## src/verilog/nibble_cpu_map.vh

```
`ifndef NIBBLE_CPU_MAP_VH
`define NIBBLE_CPU_MAP_VH

// Datapath widths
`define ACC_W          4
`define COL_W          4
`define ROW_W          3
`define PTR_W          7
`define RAM_DEPTH      128

// Opcodes, single byte except OP_LDI
`define OP_LI_HI       4'h9
`define OP_LDZ_HI      4'h8
`define OP_LM_HI6      6'h0e
`define OP_XM_HI6      6'h0a
`define OP_XMI_HI6     6'h0f
`define OP_XMD_HI6     6'h0b
`define OP_LDI         8'h15
`define OP_STORE       8'h02
`define OP_TAL         8'h07
`define OP_TLA         8'h12
`define OP_AD          8'h08
`define OP_ADC         8'h19
`define OP_ADS         8'h09
`define OP_DAA         8'h06
`define OP_DAS         8'h0a
`define OP_EXL         8'h18
`define OP_CMA         8'h10
`define OP_CIA         8'h11
`define OP_CLC         8'h0b
`define OP_STC         8'h1b
`define OP_TC          8'h04
`define OP_INC         8'h0d
`define OP_DEC         8'h0f
`define OP_IND         8'h33
`define OP_DED         8'h13

// Other two-byte opcodes, needed only to skip over them whole
`define OP_CI          8'h17
`define OP_CLI         8'h16
`define OP_JMPCAL_HI4  4'ha

// Decimal adjust addends
`define BCD_SUM_ADD    4'h6
`define BCD_DIFF_ADD   4'ha

// APB register byte offsets
`define REG_CTRL       12'h000
`define REG_STATE      12'h004

// Control register fields and reset value
`define CTRL_RUN_BIT   0
`define CTRL_RESET     1'b1

// State register field positions
`define ST_ACC_LSB     0
`define ST_CARRY_BIT   4
`define ST_COL_LSB     8
`define ST_ROW_LSB     12
`define ST_RUN_BIT     16
`define ST_WAIT_BIT    17
`define ST_SKIP_BIT    18

`endif

```

## src/verilog/nibble_ram.v

```verilog
`timescale 1ns/1ps

// Nibble RAM: synchronous write, registered read with write forwarding
module nibble_ram (
  input  wire       clock,
  input  wire       rst_sync_b,
  input  wire [6:0] raddr,
  output reg  [3:0] rdata,
  input  wire       we,
  input  wire [6:0] waddr,
  input  wire [3:0] wdata
);

  reg [3:0] mem [0:127];    // Storage, not reset

  // Write port
  always @(posedge clock) begin
    if (we) begin
      mem[waddr] <= wdata;
    end
  end

  // Read port; forwarding keeps the read copy fresh when the same word is written
  always @(posedge clock or negedge rst_sync_b) begin
    if (!rst_sync_b) begin
      rdata <= 4'h0;
    end else if (we && (waddr == raddr)) begin
      rdata <= wdata;
    end else begin
      rdata <= mem[raddr];
    end
  end

endmodule

```

## src/verilog/nibble_cpu_data_ops.v

```verilog
// The APB slave port and the address map were chosen for this implementation.
`timescale 1ns/1ps
`include "nibble_cpu_map.vh"

module nibble_cpu_data_ops (
  input  wire        clock,
  input  wire        rst_b,
  // APB slave
  input  wire        psel,
  input  wire        penable,
  input  wire        pwrite,
  input  wire [11:0] paddr,
  input  wire [31:0] pwdata,
  output reg  [31:0] prdata,
  output wire        pready,
  output wire        pslverr,
  // Instruction byte stream from the sequencer
  input  wire        instr_valid,
  input  wire [7:0]  instr_byte,
  output wire        instr_ready,
  // Visible machine state
  output reg  [3:0]  acc_r,
  output reg         carry_r,
  output reg  [2:0]  pointer_row_r,
  output reg  [3:0]  pointer_column_r,
  output reg         skip_taken_r
);

  ////////////////////////////////////////////////////////////////////////////////
  // Sequencer states
  localparam ST_EXEC     = 2'd0;  // Next byte is an opcode
  localparam ST_IMM      = 2'd1;  // Next byte is the pointer-set operand
  localparam ST_SKIP     = 2'd2;  // Next byte is an opcode to pass over
  localparam ST_SKIP_IMM = 2'd3;  // Next byte is the second byte of a skipped opcode

  reg        rst_meta_r;          // Reset release, first stage
  reg        rst_sync_r;          // Reset release, used by all logic
  reg [1:0]  state_r;             // Sequencer state
  reg [1:0]  state_nxt;
  reg        run_en_r;            // Software run enable
  reg        string_r;            // Last executed opcode was a run-type load
  reg        string_nxt;
  reg [3:0]  acc_nxt;
  reg        carry_nxt;
  reg [2:0]  row_nxt;
  reg [3:0]  col_nxt;
  reg        skip_cond;           // Current opcode asks to skip its follower
  reg        ram_we;
  reg [3:0]  ram_wdata;
  wire [3:0] ram_rd;              // Nibble at the current pointer
  wire       fire;                // A byte is taken this cycle
  wire [4:0] sum_plain;
  wire [4:0] sum_carry;
  wire       apb_setup;
  wire       apb_write;
  wire       addr_ok;

  ////////////////////////////////////////////////////////////////////////////////
  // Decode helpers

  // Byte count of any opcode, so a skip consumes the whole instruction
  function two_byte;
    input [7:0] op;
    begin
      two_byte = (op == `OP_LDI) || (op == `OP_CI) || (op == `OP_CLI) ||
                 (op[7:4] == `OP_JMPCAL_HI4);
    end
  endfunction

  // Run-type opcodes: immediate load, of which the clear is the zero case
  function run_type;
    input [7:0] op;
    begin
      run_type = (op[7:4] == `OP_LI_HI);
    end
  endfunction

  ////////////////////////////////////////////////////////////////////////////////
  // Reset release synchroniser
  always @(posedge clock or negedge rst_b) begin
    if (!rst_b) begin
      rst_meta_r <= 1'b0;
      rst_sync_r <= 1'b0;
    end else begin
      rst_meta_r <= 1'b1;
      rst_sync_r <= rst_meta_r;
    end
  end

  ////////////////////////////////////////////////////////////////////////////////
  // Instruction handshake; stalling via run enable holds the sequencer
  assign instr_ready = run_en_r;
  assign fire        = instr_valid & run_en_r;

  // Nibble-wide sums; bit 4 is the carry out of bit 3
  assign sum_plain = {1'b0, acc_r} + {1'b0, ram_rd};
  assign sum_carry = {1'b0, acc_r} + {1'b0, ram_rd} + {4'h0, carry_r};

  ////////////////////////////////////////////////////////////////////////////////
  // Execute: next acc, carry, pointer, run-load flag, sequencer state and RAM write
  always @* begin
    acc_nxt    = acc_r;
    carry_nxt  = carry_r;
    row_nxt    = pointer_row_r;
    col_nxt    = pointer_column_r;
    skip_cond  = 1'b0;
    ram_we     = 1'b0;
    ram_wdata  = acc_r;
    string_nxt = string_r;
    state_nxt  = state_r;
    if (fire) begin
      case (state_r)
        ST_IMM: begin
          // Second byte of the pointer set
          {row_nxt, col_nxt} = instr_byte[6:0];
          string_nxt         = 1'b0;
          state_nxt          = ST_EXEC;
        end
        ST_SKIP: begin
          // Pass over the opcode and, if it has one, its operand byte
          string_nxt = 1'b0;
          state_nxt  = two_byte(instr_byte) ? ST_SKIP_IMM : ST_EXEC;
        end
        ST_SKIP_IMM: begin
          state_nxt = ST_EXEC;
        end
        ST_EXEC: begin
          string_nxt = run_type(instr_byte);
          if (instr_byte[7:4] == `OP_LI_HI) begin
            // Only the first load of a run takes effect
            if (!string_r) begin
              acc_nxt = instr_byte[3:0];
            end
          end else if (instr_byte[7:4] == `OP_LDZ_HI) begin
            row_nxt = 3'h0;
            col_nxt = instr_byte[3:0];
          end else if (instr_byte[7:2] == `OP_LM_HI6) begin
            acc_nxt = ram_rd;
            row_nxt = pointer_row_r ^ {1'b0, instr_byte[1:0]};
          end else if (instr_byte[7:2] == `OP_XM_HI6) begin
            acc_nxt = ram_rd;
            ram_we  = 1'b1;
            row_nxt = pointer_row_r ^ {1'b0, instr_byte[1:0]};
          end else if (instr_byte[7:2] == `OP_XMI_HI6) begin
            acc_nxt   = ram_rd;
            ram_we    = 1'b1;
            row_nxt   = pointer_row_r ^ {1'b0, instr_byte[1:0]};
            col_nxt   = pointer_column_r + 4'h1;
            skip_cond = (pointer_column_r == 4'hf);
          end else if (instr_byte[7:2] == `OP_XMD_HI6) begin
            acc_nxt   = ram_rd;
            ram_we    = 1'b1;
            row_nxt   = pointer_row_r ^ {1'b0, instr_byte[1:0]};
            col_nxt   = pointer_column_r - 4'h1;
            skip_cond = (pointer_column_r == 4'h0);
          end else begin
            case (instr_byte)
              `OP_LDI: begin
                state_nxt = ST_IMM;
              end
              `OP_STORE: begin
                ram_we = 1'b1;
              end
              `OP_TAL: begin
                col_nxt = acc_r;
              end
              `OP_TLA: begin
                acc_nxt = pointer_column_r;
              end
              `OP_AD: begin
                acc_nxt   = sum_plain[3:0];
                skip_cond = sum_plain[4];
              end
              `OP_ADC: begin
                acc_nxt = sum_carry[3:0];
                if (sum_carry[4]) begin
                  carry_nxt = 1'b1;
                end
              end
              `OP_ADS: begin
                acc_nxt = sum_carry[3:0];
                if (sum_carry[4]) begin
                  carry_nxt = 1'b1;
                  skip_cond = 1'b1;
                end
              end
              `OP_DAA: begin
                acc_nxt = acc_r + `BCD_SUM_ADD;
              end
              `OP_DAS: begin
                acc_nxt = acc_r + `BCD_DIFF_ADD;
              end
              `OP_EXL: begin
                acc_nxt = acc_r ^ ram_rd;
              end
              `OP_CMA: begin
                acc_nxt = ~acc_r;
              end
              `OP_CIA: begin
                acc_nxt = ~acc_r + 4'h1;
              end
              `OP_CLC: begin
                carry_nxt = 1'b0;
              end
              `OP_STC: begin
                carry_nxt = 1'b1;
              end
              `OP_TC: begin
                skip_cond = carry_r;
              end
              `OP_INC: begin
                acc_nxt   = acc_r + 4'h1;
                skip_cond = (acc_r == 4'hf);
              end
              `OP_DEC: begin
                acc_nxt   = acc_r - 4'h1;
                skip_cond = (acc_r == 4'h0);
              end
              `OP_IND: begin
                col_nxt   = pointer_column_r + 4'h1;
                skip_cond = (pointer_column_r == 4'hf);
              end
              `OP_DED: begin
                col_nxt   = pointer_column_r - 4'h1;
                skip_cond = (pointer_column_r == 4'h0);
              end
              default: begin
                // Opcodes of other groups execute as no-operations here
                state_nxt = ST_EXEC;
              end
            endcase
          end
          if (skip_cond) begin
            state_nxt = ST_SKIP;
          end
        end
        default: begin
          state_nxt = ST_EXEC;
        end
      endcase
    end
  end

  ////////////////////////////////////////////////////////////////////////////////
  // Architectural state
  always @(posedge clock or negedge rst_sync_r) begin
    if (!rst_sync_r) begin
      acc_r            <= 4'h0;
      carry_r          <= 1'b0;
      pointer_row_r    <= 3'h0;
      pointer_column_r <= 4'h0;
      string_r         <= 1'b0;
      state_r          <= ST_EXEC;
      skip_taken_r     <= 1'b0;
    end else begin
      acc_r            <= acc_nxt;
      carry_r          <= carry_nxt;
      pointer_row_r    <= row_nxt;
      pointer_column_r <= col_nxt;
      string_r         <= string_nxt;
      state_r          <= state_nxt;
      // One-cycle pulse when an opcode decides to skip its follower
      skip_taken_r     <= fire && (state_r == ST_EXEC) && skip_cond;
    end
  end

  ////////////////////////////////////////////////////////////////////////////////
  // RAM; reading at the next pointer keeps ram_rd at the pointed nibble
  // every cycle, so all memory operations finish in a single cycle
  nibble_ram u_ram (
    .clock      (clock),
    .rst_sync_b (rst_sync_r),
    .raddr      ({row_nxt, col_nxt}),
    .rdata      (ram_rd),
    .we         (ram_we),
    .waddr      ({pointer_row_r, pointer_column_r}),
    .wdata      (ram_wdata)
  );

  ////////////////////////////////////////////////////////////////////////////////
  // APB slave: zero wait states, error on unmapped offsets
  assign apb_setup = psel & ~penable;
  assign apb_write = psel & penable & pwrite;
  assign addr_ok   = (paddr == `REG_CTRL) || (paddr == `REG_STATE);
  assign pready    = 1'b1;
  assign pslverr   = psel & penable & ~addr_ok;

  // Control register write; clearing run stalls the instruction stream
  always @(posedge clock or negedge rst_sync_r) begin
    if (!rst_sync_r) begin
      run_en_r <= `CTRL_RESET;
    end else if (apb_write && (paddr == `REG_CTRL)) begin
      run_en_r <= pwdata[`CTRL_RUN_BIT];
    end
  end

  // Read data captured in the setup cycle, stable through the access cycle
  always @(posedge clock or negedge rst_sync_r) begin
    if (!rst_sync_r) begin
      prdata <= 32'h0000_0000;
    end else if (apb_setup) begin
      prdata <= 32'h0000_0000;
      if (paddr == `REG_CTRL) begin
        prdata[`CTRL_RUN_BIT] <= run_en_r;
      end else if (paddr == `REG_STATE) begin
        prdata[`ST_ACC_LSB+3:`ST_ACC_LSB] <= acc_r;
        prdata[`ST_CARRY_BIT]             <= carry_r;
        prdata[`ST_COL_LSB+3:`ST_COL_LSB] <= pointer_column_r;
        prdata[`ST_ROW_LSB+2:`ST_ROW_LSB] <= pointer_row_r;
        prdata[`ST_RUN_BIT]               <= string_r;
        prdata[`ST_WAIT_BIT]              <= (state_r == ST_IMM);
        prdata[`ST_SKIP_BIT]              <= state_r[1];
      end
    end
  end

endmodule

```

## config.mk

```make
export PLATFORM = sky130hd
export DESIGN_NAME = nibble_cpu_data_ops
export DESIGN_NICKNAME = d
export VERILOG_FILES = /design/src/verilog/nibble_ram.v /design/src/verilog/nibble_cpu_data_ops.v
export VERILOG_INCLUDE_DIRS = /design/src /design/src/verilog
export SDC_FILE = /design/constraint.sdc
export NUM_CORES = 1
export LEC_CHECK = 0
export ABC_AREA = 1
export BUFFER_PORTS_ARGS = -buffer_cell sky130_fd_sc_hd__buf_2
export CAP_MARGIN = 10
export CORE_MARGIN = 2
export CORE_UTILIZATION = 30
export CTS_CLUSTER_DIAMETER = 120
export CTS_CLUSTER_SIZE = 24
export DETAILED_ROUTE_END_ITERATION = 8
export PLACE_DENSITY = 0.47
export SLEW_MARGIN = 25
export SYNTH_ARGS = -nofsm -noshare
export SYNTH_HDL_FRONTEND = slang
export SYNTH_SLANG_ARGS = --single-unit
```

## constraint.sdc

```tcl
create_clock -name clock -period 3.4 [get_ports clock]
set_clock_uncertainty 0.1 [all_clocks]
set_input_delay 0.85 -clock clock [delete_from_list [all_inputs] [get_ports clock]]
set_output_delay 0.85 -clock clock [all_outputs]
set_load 0.05 [all_outputs]
```

==> results.toml, run 1 <==
[status]
status = "complete, no violations"

[critical_path]
arrival_ps = 3590
critPathRequiredTime_ps = 3790
path_class = "input port to flip-flop"
timing.rr.start = "pointer_column_r[1]"
worstRegToRegCells = 22
cp-start-kind = "input port"
critPathMaxFanout = 5
r2r_end = "u_ram.rdata[2]"
ff2ff_setup_slack_ps = 230
critPathCaptureType = "flip-flop"

[global_routing]
met2_usage_pct = 29.7
grt_pass1_vias = 18400
grt_max_degree = 122
grt-busiest-layer = "met2"
grtUsageMet3_pct = 1.55
grtUsageMet1_pct = 23.2
antenna_found_initial = 3
gr-total-overflow = 0
grt_pass1_wl_mm = 112
grt_use_total_pct = 17.0

[clocking]
tritoncts = "yes"
clk_pin_slew_ps = 90
cts.path.max_buffers = 3
cts_num_sinks = 550
clk_latency_ps = 620
cts_buffers = 28
cts_root_buf = "clkbuf_16"
h-tree-depth = 1

[sta]
setup_viol = 0
worst_pin_slew_ps = 928
fin_crit_ps = 3200
drv_slew = 0
fin_crit_sh_pct = 94.0
grt_setup_unrepaired = "true"
hold_viol = 0
relSlewSlack_pct = 38.1
holdWs_ps = 262
max_freq_mhz = 313

[route]
drt-vias-per-instance = 4.75
via_count = 18600
wl_per_cell_um = 19.2
ant_nets = 0
drtIter0Drc = 1492
drc = 0
routed_wl_mm = 74.9
firstDrtPassIters = 5

[power]
total_power_mw = 20.1
vdd_drop_max_mv = 0.674
leakagePower_nw = 11.6
cellPowerDensity_nw_per_um2 = 679

[synthesis]
yosys.area_share.xor_xnor_pct = 0.380
synth_top_family_by_area = "simple AND/OR/NAND/NOR gates"
seq_area_frac_synth_pct = 64.4
syn_inst = 2561
muxShareOfSynthArea_pct = 0.0444
synthAdderAreaFrac_pct = 0.879
synth_edf_count = 512
synth_compound_area_share_pct = 4.43
synth_top_flop_cell = "edfxtp_1"
synth_simple_gate_area_share_pct = 23.9
syn_avg_cell_area_um2 = 9.90
synthArstFlopShare_pct = 6.91
ys_ff_latch = 550
netlist-cell-type-count = 53
synth_warnings = 0
synth_area_um2 = 25300

[floorplan]
pin_count = 106
rows = 106
coreArea_um2 = 83700
start_util_pct = 30.3
die_w_um = 295
die_h_um = 295
dieArea_um2 = 86800

[layout]
utilization_pct = 35.3
drive_gt1_share_pct = 14.1
areaGrowthSynthToFinish_pct = 16.5
fillCellCount = 8398
nets = 2836

[placed_design]
routabilityCongestion = 0.873
port-buffer-count = 56
hpwl_mm = 48.6

[min_path]
hold_path_class = "flip-flop to flip-flop"
hp-start = "rst_meta_r"
holdPathEnd = "rst_sync_r"
hold-path-cell-count = 0

[run]
max_cap_violations = 0
-- how the worst max path moves through the flow --
stage	endpoint	from	slack, ps
2_1_floorplan	acc_r[3]	acc_r[1]	-310
3_5_place_dp	u_ram.rdata[2]	instr_byte[3]	-580
3_3_place_gp	u_ram.rdata[2]	instr_byte[3]	-660
4_1_cts	u_ram.rdata[2]	instr_byte[3]	60
6_report	acc_r[2]	instr_byte[4]	200
5_1_grt	u_ram.rdata[3]	instr_byte[6]	-20
-- metal layers --
layer  part of all wire [%]  wire [um]
met1                     46      34400
met2                     48      35700
met3                    4.6       3450
met4                    1.8       1320
met5                      0          0
-- per-stage QoR --
stage / setup WS, ps / TNS, ps / instance area, um2 / instances
after CTS: 62.0 / 0 / 29400 / 3904
after global placement: -664 / -5320 / 28600 / 3861
after floorplan: -305 / -305 / 25400 / 2578
after global routing: -24.7 / -30.6 / 29500 / 3908
final: 204 / 0 / 29500 / 3909
after detailed placement: -584 / -7390 / 28600 / 3861
-- worst max-delay path, cell delays in order --
cell and delay (ps):
buf_2 160, inv_2 100, nand2_1 80, nor2_2 190, inv_1 140, nor2_1 190
nand2_1 100, nor2_1 170, inv_1 90, fa_1 380, xor2_1 220, o22ai_1 140
nor4b_2 320, buf_4 170, o21ai_0 70, o211ai_1 100, o21ai_0 120
-- registers in the layout (all words and copies together) (netlist names), 2 cells and up --
| signal | flops |
|---|---|
| u_ram.rdata | 4 |
| pointer_row_r | 3 |
| acc_r | 4 |
| state_r | 2 |
| pointer_column_r | 4 |
| prdata | 15 |
| u_ram.mem | 512 |
-- Yosys cell counts, drive strengths merged (2+ instances only) --
library cell	n	area [um2]
nand2	933	3520
edfxtp	512	15400
nand3	289	1460
nor2	194	766
inv	168	631
buf	115	718
o21ai	115	579
dfrtp	37	926
clkbuf	34	128
nand4	33	206
a21oi	26	141
o31ai	14	105
ha	13	163
o211ai	11	82.6
o22ai	9	56.3
xor2	7	61.3
nor3	6	30.0
nor4	5	31.3
o2111ai	4	35.0
o221ai	4	35.0
xnor2	4	35.0
clkinv	3	11.3
fa	3	60.1
a211oi	2	15.0
a31oi	2	12.5
conb	2	7.51
nand3b	2	18.8
or2	2	12.5
-- placed cells by master (no fill, tap or decap), types with 3 or more instances in the layout --
master and instances:
a21oi_1 24, clkinv_1 4, nand4_1 33, o22ai_1 9, nor2_2 9, o21ai_0 108, buf_2 56, o21ai_1 6
o211ai_1 11, nand2_1 927, nor4_1 5, nand2_2 6, nor2_1 182, ha_1 13, o221ai_1 4, edfxtp_1 512
inv_1 154, inv_2 13, o2111ai_1 3, xnor2_1 4, xor2_1 7, dfrtp_1 32, buf_12 35, clkbuf_1 7
nand3_1 285, clkbuf_16 30, dfrtp_4 4, buf_6 3, nor3_1 6, nor2_4 3, o31ai_1 14, conb_1 19
buf_4 206, fa_1 3
-- cell families (layout without fill, tap and decap cells) --
group	count (synthesis)	after routing
other cells	2	20
compound gates	194	194
mux	1	1
flops	550	550
buf+inv	320	516
simple gates	1467	1467
fa+ha+maj	16	16
xor+xnor	11	11
-- what timing repair did --
action	in CTS	in global routing
endpoints found under the hold margin	2	0
buffers inserted	0	3
gates resized for setup	0	15
setup endpoints to repair	0	7
hold buffers	1	0
-- layout make-up --
cell class | count | area [um2] | area share [%]
timing repair buffer | 303 | 2620 | 8.88
inverter | 171 | 647 | 2.19
tap | 1134 | 1420 | 4.80
clock buffer | 36 | 752 | 2.55
multi-input combinational | 1708 | 7660 | 25.9
clock inverter | 6 | 91.3 | 0.309
sequential | 550 | 16300 | 55.3
antenna | 1 | 2.50 | 0.00847
-- power breakdown --
group          total, mW  internal, mW  switching (mW)
clock network       3.81          1.66            2.15
registers           8.64          8.45           0.192
logic               7.60          2.23            5.36
No activity file was read; power rests on OpenSTA's default activity.
==> run 2, diff against run 1 <==
==> constraint.sdc (replaced) <==
create_clock -name clock -period 3.82 [get_ports clock]
set_clock_uncertainty 0.1 [all_clocks]
set_input_delay 0.955 -clock clock [delete_from_list [all_inputs] [get_ports clock]]
set_output_delay 0.955 -clock clock [all_outputs]
set_load 0.05 [all_outputs]
==> run 2 against run 1 <==
  * Die area unchanged
  * Global-route usage decreased by 0.26 points
  * First-iteration DRC count is 4.7% lower
  * Combinational power fell by 14%
  * Worst hold slack lost 0.69 ps
  * Sequential cell count unchanged
  * Via count down 1.5%
  * Sequential power fell by 11%
  * Critical endpoint is now u_ram.rdata[1]
  * Final cell count decreased by 2.2%
  * Clock power decreased by 18%
==> results.toml, run 2 (synthesis results as in run 1) <==
[power]
cellPowerDensity_nw_per_um2 = 607
leakagePower_nw = 11.0
vdd_drop_max_mv = 0.401

[route]
drt-vias-per-instance = 4.78
wl_met1_mm = 33.8
dr_wl_met3_mm = 3.45
wl_per_cell_um = 19.3
via_count = 18300
ant_nets = 0
firstDrtPassIters = 5
drtIter0Drc = 1422
routed_wl_mm = 73.6
dr_wl_met2_mm = 34.5
top_layer = "met4"
drc = 0

[floorplan]
dieArea_um2 = 86800
rows = 106
die_h_um = 295
start_util_pct = 30.3
pin_count = 106
die_w_um = 295
coreArea_um2 = 83700

[sta]
setup_viol = 0
max_freq_mhz = 287
fin_crit_ps = 3480
relSlewSlack_pct = 39.2
grt_setup_unrepaired = "false"
fin_crit_sh_pct = 91.2
drv_slew = 0
finalSetupTns_ps = 0
holdWs_ps = 262
worst_pin_slew_ps = 908
hold_viol = 0

[clocking]
cts.path.max_buffers = 3
cts_resized = 0
cts_num_sinks = 550
tritoncts = "yes"
clk_latency_ps = 610
cts_buffers = 26
cts_root_buf = "clkbuf_16"
h-tree-depth = 1
clk_pin_slew_ps = 110

[placed_design]
hpwl_mm = 48.1
routabilityCongestion = 0.896
port-buffer-count = 56

[global_routing]
grt_pass1_wl_mm = 110
gr-total-overflow = 0
grt_use_total_pct = 16.8
antenna_found_initial = 0
grt_pass1_vias = 18200
grt_max_degree = 65

[critical_path]
arrival_ps = 3890
cp-start-kind = "input port"
startpoint = "instr_byte[4]"
timing.rr.start = "pointer_column_r[0]"
critPathRequiredTime_ps = 4230
critPathMaxFanout = 12
path_class = "input port to flip-flop"
critPathCaptureType = "flip-flop"

[status]
status = "complete, no violations"

[layout]
nets = 2755
final_common_cell = "nand2_1"
fillCellCount = 8540
drive_gt1_share_pct = 11.0
largestRegisters = "u_ram.mem: 512 flops, prdata: 15 flops"
regMostFlops = "u_ram.mem"
n_antenna_cell = 0
largest_reg_flops = 512
layout_common_cells = "927 x nand2_1, 512 x edfxtp_1, 286 x nand3_1"
areaGrowthSynthToFinish_pct = 12.7

[min_path]
hold_path_class = "flip-flop to flip-flop"
hp-start = "rst_meta_r"

[run]
max_cap_violations = 0
## run 2: cell types whose count changed in the layout (fill, tap and decap cells not counted), sizes merged
cell,delta
clkinv,-1
clkinvlp,-1
diode,-1
buf,-78
clkbuf,-1
inv,-2
bufinv,-1
## run 2: routing by layer
layer	vias to the layer above	global-route usage, %
met5	-	0
met4	0	4.22
met3	94	1.78
met2	461	28.3
met1	8941	23.0
li1	8793	-
## run 2: layout make-up
cell class                      instances  area [um2]  share of cell area (%)
Inverter                              171         644                    2.26
Clock buffer                           36         709                    2.48
Multi-Input combinational cell       1708        7610                    26.6
Tap cell                             1134        1420                    4.97
Timing Repair Buffer                  224        1830                    6.41
Sequential cell                       550       16300                    57.2
Clock inverter                          1        3.75                  0.0131
## run 2: worst paths after layout
| kind | end | slack, ps | cells after the start |
|---|---|---|---|
| max in group asynchronous | acc_r[0] | 2660 | 0 |
| setup reg to reg | u_ram.rdata[1] | 370 | 18 |
| hold / removal | rst_sync_r | 260 | 0 |
| hold reg to reg | rst_sync_r | 260 | 0 |
| min in group asynchronous | prdata[2] | 300 | 0 |
| setup / recovery | u_ram.rdata[1] | 340 | 23 |
## run 2: through the flow
| step | cell area [um2] | utilization [%] | setup WS (ps) | power (mW) | instances |
|---|---|---|---|---|---|
| after floorplan | 25400 | - | 115 | 11.7 | 2578 |
| after global placement | 27800 | 33.3 | -278 | 14.3 | 3786 |
| after detailed placement | 27800 | 33.3 | -297 | 14.4 | 3786 |
| after CTS | 28600 | 34.1 | 313 | 17.5 | 3824 |
| after global routing | 28600 | 34.1 | 117 | 18.3 | 3824 |
| final | 28600 | 34.1 | 336 | 17.3 | 3824 |
## run 2: power breakdown
part | internal [mW] | switching [mW]
Sequential | 7.52 | 0.165
Clock | 1.30 | 1.85
Combinational | 1.78 | 4.72
## run 2: what timing repair did
action,4_1_cts,5_1_grt
setup endpoints to repair,0,0
endpoints found under the hold margin,2,0
hold buffers,1,0
setup buffers,0,0
## run 2: critical path, cell delays in order
cell and delay (ps):
buf_2 170, inv_2 70, nand2_1 100, nor2_2 70, buf_4 130, nand2_2 90
nand3_2 110, inv_1 90, nand3_1 80, o2111ai_1 100, o211ai_1 110, nand2_1 70
nand3b_1 260, buf_12 250, inv_2 130, buf_12 150, nand3_1 90, nand3_1 130
nand3_1 190, nand3_1 120, nand3_1 180, nand3_1 150, nand2_1 60
==> run 3, diff against run 2 <==
--- a/config.mk
+++ b/config.mk
@@ -15,6 +15,7 @@
 export CTS_CLUSTER_SIZE = 24
 export DETAILED_ROUTE_END_ITERATION = 8
 export PLACE_DENSITY = 0.47
+export REMOVE_ABC_BUFFERS = 1
 export SLEW_MARGIN = 25
 export SYNTH_ARGS = -nofsm -noshare
 export SYNTH_HDL_FRONTEND = slang
==> run 3 against run 2 <==
  * Final cell count rose by 0.84%
  * Largest cell class unchanged
  * Highest routed layer unchanged
  * Sequential power about the same
  * Register-to-register slack improved by 110 ps
  * Clock-buffer cell count grew 10
  * Routed wire length grew 0.17%
  * Fmax grew 2.1%
==> results.toml, run 3 (synthesis results as in run 1) <==
[sta]
worst_pin_slew_ps = 888
grt_setup_unrepaired = "false"
finalSetupTns_ps = 0
max_freq_mhz = 293
setup_viol = 0
fin_crit_sh_pct = 89.3
fin_crit_ps = 3410
worst_slack_ps = 409
relSlewSlack_pct = 40.8
hold_viol = 0
drv_slew = 0

[clocking]
cts_num_sinks = 550
ctsHoldBuffers = 1
cts_resized = 0
cts_buffers = 27
clk_latency_ps = 630
cts_root_buf = "clkbuf_16"
h-tree-depth = 1
tritoncts = "yes"
cts.path.max_buffers = 3
cts_setup_buffers = 0
clk_pin_slew_ps = 100

[min_path]
hold_path_class = "flip-flop to flip-flop"

[placed_design]
hpwl_mm = 48.5
place_worst_setup_slack_ps = -218
port-buffer-count = 56
dp_cells = 3805
routabilityCongestion = 0.866

[floorplan]
start_util_pct = 30.3
rows = 106
dieArea_um2 = 86800
pin_count = 106
die_h_um = 295
coreArea_um2 = 83700
die_w_um = 295

[route]
drt-vias-per-instance = 4.76
via_count = 18300
wl_per_cell_um = 19.1
ant_nets = 0
drtIter0Drc = 1353
firstDrtPassIters = 6
routed_wl_mm = 73.8
drc = 0

[layout]
largest_reg_flops = 512
layout_common_cells = "927 x nand2_1, 512 x edfxtp_1, 286 x nand3_1"
nets = 2775
n_antenna_cell = 0
areaGrowthSynthToFinish_pct = 14.2
regMostFlops = "u_ram.mem"
final_common_cell = "nand2_1"
layout.cells.non_filler = 3856
largestRegisters = "u_ram.mem: 512 flops, prdata: 15 flops"
drive_gt1_share_pct = 11.7

[critical_path]
max_stage_delay_ps = 270
slowest_stage = "buf_12"
path_class = "input port to flip-flop"
startpoint = "instr_byte[3]"
timing.rr.start = "pointer_column_r[0]"
critPathRequiredTime_ps = 4240
arrival_ps = 3830
endpoint = "u_ram.rdata[3]"
worstRegToRegCells = 23
cp-start-kind = "input port"
critPathMaxFanout = 42
critPathCaptureType = "flip-flop"
r2r_end = "u_ram.rdata[3]"
cpMostUsedCell = "nand2_1"
ff2ff_setup_slack_ps = 480

[status]
status = "complete, no violations"

[global_routing]
antenna_found_initial = 0
grt_pass1_wl_mm = 112
gr-total-overflow = 0
grt_use_total_pct = 16.9
grt_max_degree = 120
grt_pass1_vias = 18500

[power]
vdd_drop_max_mv = 0.493
leakagePower_nw = 11.2
cellPowerDensity_nw_per_um2 = 610

[run]
max_cap_violations = 0
run 3: how the worst min path moves through the flow:
stage                           from    endpoint  slack [ps]  depth (start not counted)
final                     rst_meta_r  rst_sync_r         260                          0
after global routing      rst_meta_r  rst_sync_r         260                          0
after CTS                 rst_meta_r  rst_sync_r         260                          0
after detailed placement  rst_meta_r  rst_sync_r         240                          0
after global placement    rst_meta_r  rst_sync_r         240                          0
after floorplan           rst_meta_r  rst_sync_r         230                          0
run 3: final cells by class:
cell class | count | area, um2
Timing Repair Buffer | 243 | 2120
Fill cell | 8497 | 54700
Clock inverter | 4 | 52.6
Tap cell | 1134 | 1420
Inverter | 171 | 644
Clock buffer | 46 | 747
Sequential cell | 550 | 16300
Multi-Input combinational cell | 1708 | 7610
run 3: metrics by stage:
step	utilization [%]	power (mW)	area, um2	hold WS (ps)
after CTS	34.6	17.8	28900	261
after global routing	34.6	18.6	28900	263
after detailed placement	33.6	14.5	28100	239
after floorplan	-	11.6	24600	231
after global placement	33.6	14.5	28100	237
final	34.6	17.6	28900	259
run 3: critical path: cells and delay by family:
kind	cells	cell delay, ps
AND/OR/NAND/NOR	21	2140
buffers and inverters	3	600
AO/OA/AOI/OAI	1	80
run 3: report_power, final:
| group | internal (mW) | total, mW | leakage, nW | switching [mW] |
|---|---|---|---|---|
| registers | 7.52 | 7.71 | 5.07 | 0.190 |
| clock network | 1.37 | 3.32 | 0.382 | 1.95 |
| logic | 1.92 | 6.61 | 5.79 | 4.70 |
| total | 10.8 | 17.6 | 11.2 | 6.84 |
run 3: layer usage:
layer  wire [um]  track usage (%)  vias up
li1            -                -     8861
met1       33700             22.9     8979
met2       35500             29.3      419
met3        3020             1.47       78
met4        1570             4.02        0
met5           0                0        -
